==> src/csfb_pkg.sv <==
// Behaviour
// - adc_flags bit 7 reads 1 only while the left ADC gain stage has reached its programmed gain.
// - adc_flags bit 3 reads 1 only while the right ADC gain stage has reached its programmed gain.
// - adc_flags bit 6 shows left ADC power and bit 2 right ADC power, 1 meaning powered up.
// - adc_flags bit 5 latches when left AGC gain hits its maximum and clears when read.
// - adc_flags bit 1 latches when right AGC gain hits its maximum and clears when read.
// - dac_power_flags bits 7, 6 and 5 show left DAC, line and headphone driver power.
// - dac_power_flags bits 3, 2 and 1 show right DAC, line and headphone driver power.
// - dac_gain_flags bit 4 (left) and bit 0 (right) read 1 while DAC gain equals its target.
// - overflow_latched_flags bits 7 and 6 latch DAC overflow since the last read, cleared by reading.
// - overflow_latched_flags bits 3 and 2 latch ADC overflow since the last read, cleared by reading.
// - overflow_live_flags bits 7 and 6 show present DAC overflow, never latched or cleared.
// - overflow_live_flags bits 3 and 2 show present ADC overflow, never latched.
// - Reserved registers and bits read zero and software writes only zero to them.
package csfb_pkg;

  // ****************************************************************
  // Register indices (byte address is four times the index)
  // ****************************************************************
  localparam logic [7:0] RSVD_A_IDX     = 8'h23;
  localparam logic [7:0] ADC_FLAGS_IDX  = 8'h24;
  localparam logic [7:0] DAC_PWR_IDX    = 8'h25;
  localparam logic [7:0] DAC_GAIN_IDX   = 8'h26;
  localparam logic [7:0] RSVD_B_FIRST   = 8'h27;
  localparam logic [7:0] RSVD_B_LAST    = 8'h29;
  localparam logic [7:0] OVF_LATCH_IDX  = 8'h2a;
  localparam logic [7:0] OVF_LIVE_IDX   = 8'h2b;
  localparam logic [7:0] IRQ_STATUS_IDX = 8'h30;
  localparam logic [7:0] IRQ_MASK_IDX   = 8'h31;

  // ****************************************************************
  // Field positions
  // ****************************************************************
  localparam int ADC_L_PGA_BIT = 7;
  localparam int ADC_L_PWR_BIT = 6;
  localparam int ADC_L_AGC_BIT = 5;
  localparam int ADC_R_PGA_BIT = 3;
  localparam int ADC_R_PWR_BIT = 2;
  localparam int ADC_R_AGC_BIT = 1;
  localparam int DAC_L_PWR_BIT = 7;
  localparam int L_LINE_BIT    = 6;
  localparam int L_HP_BIT      = 5;
  localparam int DAC_R_PWR_BIT = 3;
  localparam int R_LINE_BIT    = 2;
  localparam int R_HP_BIT      = 1;
  localparam int DAC_L_PGA_BIT = 4;
  localparam int DAC_R_PGA_BIT = 0;
  localparam int OVF_DAC_L_BIT = 7;
  localparam int OVF_DAC_R_BIT = 6;
  localparam int OVF_ADC_L_BIT = 3;
  localparam int OVF_ADC_R_BIT = 2;

  // ****************************************************************
  // Reset values and masks
  // ****************************************************************
  localparam logic [7:0] FLAG_RESET = 8'h00;
  localparam logic [7:0] IRQ_VALID  = 8'hee;
  localparam int         ACK_CYCLES = 1;

endpackage

==> src/csfb_top.sv <==
module csfb_top
  import csfb_pkg::*;
#(
  parameter int ADR_W = 10
)
(
  // Clock and reset
  input  wire logic             clk_sys,
  input  wire logic             resetn,
  // Wishbone classic slave
  input  wire logic             wb_cyc_i,
  input  wire logic             wb_stb_i,
  input  wire logic             wb_we_i,
  input  wire logic [ADR_W-1:0] wb_adr_i,
  input  wire logic [3:0]       wb_sel_i,
  input  wire logic [31:0]      wb_dat_i,
  output logic      [31:0]      wb_dat_o,
  output logic                  wb_ack_o,
  // ADC status from the codec core
  input  wire logic             left_adc_pga_settled,
  input  wire logic             right_adc_pga_settled,
  input  wire logic             left_adc_powered,
  input  wire logic             right_adc_powered,
  input  wire logic             left_agc_saturated,
  input  wire logic             right_agc_saturated,
  // DAC and driver status
  input  wire logic             left_dac_powered,
  input  wire logic             right_dac_powered,
  input  wire logic             left_line_driver_powered,
  input  wire logic             right_line_driver_powered,
  input  wire logic             left_headphone_driver_powered,
  input  wire logic             right_headphone_driver_powered,
  input  wire logic             left_dac_pga_settled,
  input  wire logic             right_dac_pga_settled,
  // Converter overflow, live levels
  input  wire logic             left_dac_overflow,
  input  wire logic             right_dac_overflow,
  input  wire logic             left_adc_overflow,
  input  wire logic             right_adc_overflow,
  // Interrupt
  output logic                  irq
);

  // ****************************************************************
  // State
  // ****************************************************************
  typedef struct packed {
    logic       ack;
    logic [7:0] rdata;
    logic [7:0] adc_sticky;
    logic [7:0] ovf_sticky;
    logic [7:0] irq_status;
    logic [7:0] irq_mask;
    logic       irq;
  } csfb_state_t;

  csfb_state_t s;
  csfb_state_t next_s;

  // Address match on the word index; byte offset bits are ignored
  function automatic logic hit(input logic [ADR_W-1:0] adr, input logic [7:0] idx);
    hit = (adr[ADR_W-1:2] == (ADR_W-2)'(idx));
  endfunction

  logic       req;
  logic       rd;
  logic       wr;
  logic       rd_adc;
  logic       rd_ovf;
  logic       rd_rsvd;
  logic [7:0] adc_img;
  logic [7:0] dpwr_img;
  logic [7:0] dgain_img;
  logic [7:0] live_img;
  logic [7:0] adc_set;
  logic [7:0] ovf_set;
  logic [7:0] events;
  logic [7:0] w1c;

  // ****************************************************************
  // Bus decode
  // ****************************************************************
  // Ack is dropped for one cycle after each answer, so a request still held
  // after its ack is taken again, once every two cycles.
  assign req     = wb_cyc_i & wb_stb_i & ~s.ack;
  assign rd      = req & ~wb_we_i;
  assign wr      = req & wb_we_i & wb_sel_i[0];
  assign rd_adc  = rd & hit(wb_adr_i, ADC_FLAGS_IDX);
  assign rd_ovf  = rd & hit(wb_adr_i, OVF_LATCH_IDX);
  assign rd_rsvd = rd & (hit(wb_adr_i, RSVD_A_IDX)
                 | (wb_adr_i[ADR_W-1:2] >= (ADR_W-2)'(RSVD_B_FIRST)
                 &  wb_adr_i[ADR_W-1:2] <= (ADR_W-2)'(RSVD_B_LAST)));

  // ****************************************************************
  // Register images
  // ****************************************************************
  // Every image starts at zero so reserved bits read zero
  always_comb
  begin
    adc_img   = FLAG_RESET;
    dpwr_img  = FLAG_RESET;
    dgain_img = FLAG_RESET;
    live_img  = FLAG_RESET;
    adc_set   = FLAG_RESET;
    ovf_set   = FLAG_RESET;
    adc_img[ADC_L_PGA_BIT]  = left_adc_pga_settled;
    adc_img[ADC_R_PGA_BIT]  = right_adc_pga_settled;
    adc_img[ADC_L_PWR_BIT]  = left_adc_powered;
    adc_img[ADC_R_PWR_BIT]  = right_adc_powered;
    adc_img[ADC_L_AGC_BIT]  = s.adc_sticky[ADC_L_AGC_BIT];
    adc_img[ADC_R_AGC_BIT]  = s.adc_sticky[ADC_R_AGC_BIT];
    dpwr_img[DAC_L_PWR_BIT] = left_dac_powered;
    dpwr_img[L_LINE_BIT]    = left_line_driver_powered;
    dpwr_img[L_HP_BIT]      = left_headphone_driver_powered;
    dpwr_img[DAC_R_PWR_BIT] = right_dac_powered;
    dpwr_img[R_LINE_BIT]    = right_line_driver_powered;
    dpwr_img[R_HP_BIT]      = right_headphone_driver_powered;
    dgain_img[DAC_L_PGA_BIT] = left_dac_pga_settled;
    dgain_img[DAC_R_PGA_BIT] = right_dac_pga_settled;
    live_img[OVF_DAC_L_BIT] = left_dac_overflow;
    live_img[OVF_DAC_R_BIT] = right_dac_overflow;
    live_img[OVF_ADC_L_BIT] = left_adc_overflow;
    live_img[OVF_ADC_R_BIT] = right_adc_overflow;
    adc_set[ADC_L_AGC_BIT]  = left_agc_saturated;
    adc_set[ADC_R_AGC_BIT]  = right_agc_saturated;
    ovf_set[OVF_DAC_L_BIT]  = left_dac_overflow;
    ovf_set[OVF_DAC_R_BIT]  = right_dac_overflow;
    ovf_set[OVF_ADC_L_BIT]  = left_adc_overflow;
    ovf_set[OVF_ADC_R_BIT]  = right_adc_overflow;
  end

  // Interrupt events share bit positions with the flag registers
  assign events = adc_set | ovf_set;
  assign w1c    = (wr && hit(wb_adr_i, IRQ_STATUS_IDX)) ? wb_dat_i[7:0] : 8'h00;

  // ****************************************************************
  // Next state
  // ****************************************************************
  always_comb
  begin
    next_s     = s;
    next_s.ack = req;
    // Read data is captured at the edge that raises ack
    if (rd)
    begin
      if (hit(wb_adr_i, ADC_FLAGS_IDX))
        next_s.rdata = adc_img;
      else if (hit(wb_adr_i, DAC_PWR_IDX))
        next_s.rdata = dpwr_img;
      else if (hit(wb_adr_i, DAC_GAIN_IDX))
        next_s.rdata = dgain_img;
      else if (hit(wb_adr_i, OVF_LATCH_IDX))
        next_s.rdata = s.ovf_sticky;
      else if (hit(wb_adr_i, OVF_LIVE_IDX))
        next_s.rdata = live_img;
      else if (hit(wb_adr_i, IRQ_STATUS_IDX))
        next_s.rdata = s.irq_status;
      else if (hit(wb_adr_i, IRQ_MASK_IDX))
        next_s.rdata = s.irq_mask;
      else
        next_s.rdata = 8'h00;
    end
    // A set in the clearing cycle wins, so no event is lost
    next_s.adc_sticky = adc_set | (rd_adc ? 8'h00 : s.adc_sticky);
    next_s.ovf_sticky = ovf_set | (rd_ovf ? 8'h00 : s.ovf_sticky);
    next_s.irq_status = events | (s.irq_status & ~w1c);
    // Flag registers ignore writes; the mask is written here and interrupt status bits clear on a written one
    if (wr && hit(wb_adr_i, IRQ_MASK_IDX))
      next_s.irq_mask = wb_dat_i[7:0] & IRQ_VALID;
    next_s.irq = |(next_s.irq_status & next_s.irq_mask);
  end

  // ****************************************************************
  // Registers
  // ****************************************************************
  // Everything clears to zero at reset
  always_ff @(posedge clk_sys or negedge resetn)
  begin
    if (!resetn)
      s <= '0;
    else
      s <= next_s;
  end

  // Outputs come straight from the state flops
  assign wb_ack_o = s.ack;
  assign wb_dat_o = {24'h000000, s.rdata};
  assign irq      = s.irq;

  // ****************************************************************
  // Further checks
  // ****************************************************************
  // Read strobes per register, for the checks only
  logic rd_dpwr;
  logic rd_dgain;
  logic rd_live;

  assign rd_dpwr  = rd & hit(wb_adr_i, DAC_PWR_IDX);
  assign rd_dgain = rd & hit(wb_adr_i, DAC_GAIN_IDX);
  assign rd_live  = rd & hit(wb_adr_i, OVF_LIVE_IDX);
endmodule

==> config.mk <==
export PLATFORM = sky130hd
export DESIGN_NAME = csfb_top
export DESIGN_NICKNAME = d
export VERILOG_FILES = /design/src/csfb_pkg.sv /design/src/csfb_top.sv
export SDC_FILE = /design/constraint.sdc
export NUM_CORES = 1
export LEC_CHECK = 0
export BUFFER_PORTS_ARGS = -buffer_cell sky130_fd_sc_hd__buf_2
export CAP_MARGIN = 30
export CORE_MARGIN = 2
export CORE_UTILIZATION = 40
export DETAILED_ROUTE_END_ITERATION = 8
export PLACE_DENSITY = 0.71
export REMOVE_ABC_BUFFERS = 1
export SETUP_SLACK_MARGIN = 0.5
export SYNTH_ARGS = -nofsm -noshare
export SYNTH_HDL_FRONTEND = slang
export SYNTH_SLANG_ARGS = --single-unit
==> constraint.sdc <==
create_clock -name clk_sys -period 5.5 [get_ports clk_sys]
set_input_delay 1.1 -clock clk_sys [delete_from_list [all_inputs] [get_ports clk_sys]]
set_output_delay 1.1 -clock clk_sys [all_outputs]
set_load 0.05 [all_outputs]
==> impl_metrics.yaml <==
run_status:
  status: "finished clean"
synth:
  netlist_top_cells_count: "nand2_1 (37), buf_4 (33), dfrtp_1 (32)"
  syn_area_mm2: 0.00207
  yosys_warnings: 0
  ys_seq_area_frac: 0.387
  yosysMostFrequentCell: "nand2_1"
  synthFlopType: "dfrtp_1"
  synth_cell_types: 50
  ys_ff_latch: 32
  synth_top_area_frac: 0.387
  async_flop_share: 1.00
  syn_inst: 233
  ys_top_cells_by_area: "dfrtp_1 (39%), buf_4 (12%), nand2_1 (6.7%)"
  yosys.area.top_type: "dfrtp_1"
  avgSynthCellArea_um2: 8.87
  synth_edf_count: 0
power_and_ir_drop:
  pwr_density_cell_mw_per_mm2: 253
  pwr-share-comb: 0.197
  p_clk_frac: 0.389
  p_switching_mw: 0.186
  peakVddDrop_v: 0.0000959
  intPower_mw: 0.402
  switching_share: 0.316
  sequentialPowerShare: 0.414
  power.leakage_nw: 1.06
  fin_total_pwr_mw: 0.588
sta:
  finClkSkew_ns: 0.00814
  relSlewSlack: 0.346
  whs_ns: 0.472
  report.final.setup_viol: 0
  fin_crit_sh: 0.605
  fmax_mhz: 300
  maxSlewViolCount: 0
  setup_ws_ns: 2.17
  post-route-min-period_ns: 3.33
  finalSetupTns_ns: 0
  hold_viol: 0
  rsz0062_at_grt: "false"
  worst-slew-pin-transition_ns: 0.968
routing:
  drt_iter0_markers: 111
  viasPerCell: 5.17
  drt_pass1_iterations: 4
  ant_nets: 0
  wire_per_inst_um: 14.4
  drt-total-wl_mm: 4.95
  post-route-drc-count: 0
  vias: 1774
clock_tree:
  cts.sinks: 32
  clockBufferDepth: 2
  post_cts_buffers: 0
  cts_buffers: 5
  clkLatencyLatePin_ns: 0.29
  h-tree-depth: 2
  cts_tree: "yes"
  cts-root-buf: "clkbuf_8"
  clk_pin_slew_ns: 0.08
  postCtsHoldBufs: 0
  cts-resized-gates: 0
placed_design:
  globalplace.congestion: 0.896
  dpl_cell_area_mm2: 0.00221
  dp_hpwl_mm: 3.76
  io_buffer_count: 49
  pre_cts_slack_ns: 1.88
  dp.cells: 335
worst_setup_path:
  startpoint_type: "input port"
  path_depth: 6
  r2r_end: "irq"
  cpPeakStageDelay_ns: 0.59
  crit_slowest_cell: "or4bb_1"
  critPathRequiredTime_ns: 5.64
  crit_family: "simple AND/OR/NAND/NOR gates"
  cp.arrival_ns: 3.47
  rr_worst_depth: 5
  crit_start: "wb_adr_i[2]"
  endpoint: "irq"
  crit_type: "in -> reg"
  crit_fanout: 21
  critPathBufInv: 1
  r2r_start: "wb_ack_o"
  worstSetupEndpointType: "flip-flop"
  rrSetupSlack_ns: 3.13
  cp_cell_sequence: "buf_2 > or4bb_1 > nor4_4 > a31oi_1 > a2111oi_0 > o2111ai_1"
grt:
  antenna_found_initial: 0
  grtUsageTotal: 0.177
  grt_pass1_wl_mm: 7.57
  grt_max_degree: 33
  gr-total-overflow: 0
  grt_pass1_vias: 1568
floorplan:
  dieHeight_um: 75.9
  die_w_um: 75.9
  fp-row-count: 26
  die-area_mm2: 0.00576
  start_util: 0.410
  ios: 103
  core_area_mm2: 0.00504
cells_and_area:
  multiInputGateArea_mm2: 0.00104
  final_net_count: 341
  nFillCells: 500
  utilization: 0.461
  fin_cells: 343
  syn2layout_area_growth_pct: 12.3
  antennaDiodeCount: 0
  ff_latch_area_um2: 801
  stdcell_area_mm2: 0.00232
  drive_above_1_share: 0.253
worst_hold_path:
  hold_path_class: "reg -> reg"
run:
  drv_cap: 0
## how the worst min path moves through the flow
stage / start / endpoint / cells past startpoint
floorplan: s[24] / s[24] / 2
finish: wb_dat_o[1] / wb_dat_o[1] / 2
CTS: s[24] / s[24] / 2
detailed placement: wb_dat_o[1] / wb_dat_o[1] / 2
global placement: wb_dat_o[1] / wb_dat_o[1] / 2
global route: wb_dat_o[1] / wb_dat_o[1] / 2
## flip-flops by register name, indices dropped and copies added (netlist names)
signal / cells
wb_dat_o: 8
irq: 1
adc_img: 2
wb_ack_o: 1
s: 20
## layout make-up
type / count / share of cell area
repair buffers: 49 / 0.106
well taps: 70 / 0.0377
flip-flops and latches: 32 / 0.345
clock inverters: 3 / 0.0183
clock buffers: 5 / 0.0296
inverters: 10 / 0.0162
multi-input cells: 174 / 0.448
## cell families after synthesis
| kind of cell | Yosys count | synth area share |
|---|---|---|
| other cells | 1 | 0.00181 |
| simple gates | 80 | 0.203 |
| mux | 8 | 0.0430 |
| compound gates | 62 | 0.214 |
| flops | 32 | 0.387 |
| buf+inv | 50 | 0.151 |
## metal layers
metal	wire length [um]	vias up	global-route usage	share of wire
met1	2240	849	0.235	0.45
met3	269	6	0.0503	0.054
met5	0	-	0	0
met4	61	0	0.0565	0.012
li1	-	863	-	-
met2	2380	56	0.279	0.48
## power by group through the flow
stage	combinational (mW)	clock [mW]	sequential [mW]
4_1_cts	0.116	0.232	0.243
5_1_grt	0.124	0.239	0.244
3_5_place_dp	0.116	0	0.248
6_report	0.116	0.229	0.243
2_1_floorplan	0.0593	0	0.266
3_3_place_gp	0.115	0	0.248
## placed cells by master (no fill, tap or decap), types with 3 or more instances in the layout
cell type / count
a21oi_1: 9
a31oi_1: 4
a32oi_1: 5
and3_1: 3
buf_2: 49
clkbuf_8: 5
conb_1: 24
dfrtp_1: 32
inv_1: 10
mux2_2: 7
nand2_1: 37
nand2b_1: 4
nand3_1: 3
nor2_1: 10
nor3_1: 4
o21a_1: 6
o21ai_0: 11
o221a_2: 3
o22ai_1: 3
o311ai_0: 3
## tightest hold or removal path: cells and delay by family (launching register included)
family          cells  cell delay (ns)
flops               1             0.34
compound gates      1             0.05
simple gates        1             0.05
No activity file was read; power rests on OpenSTA's default activity.
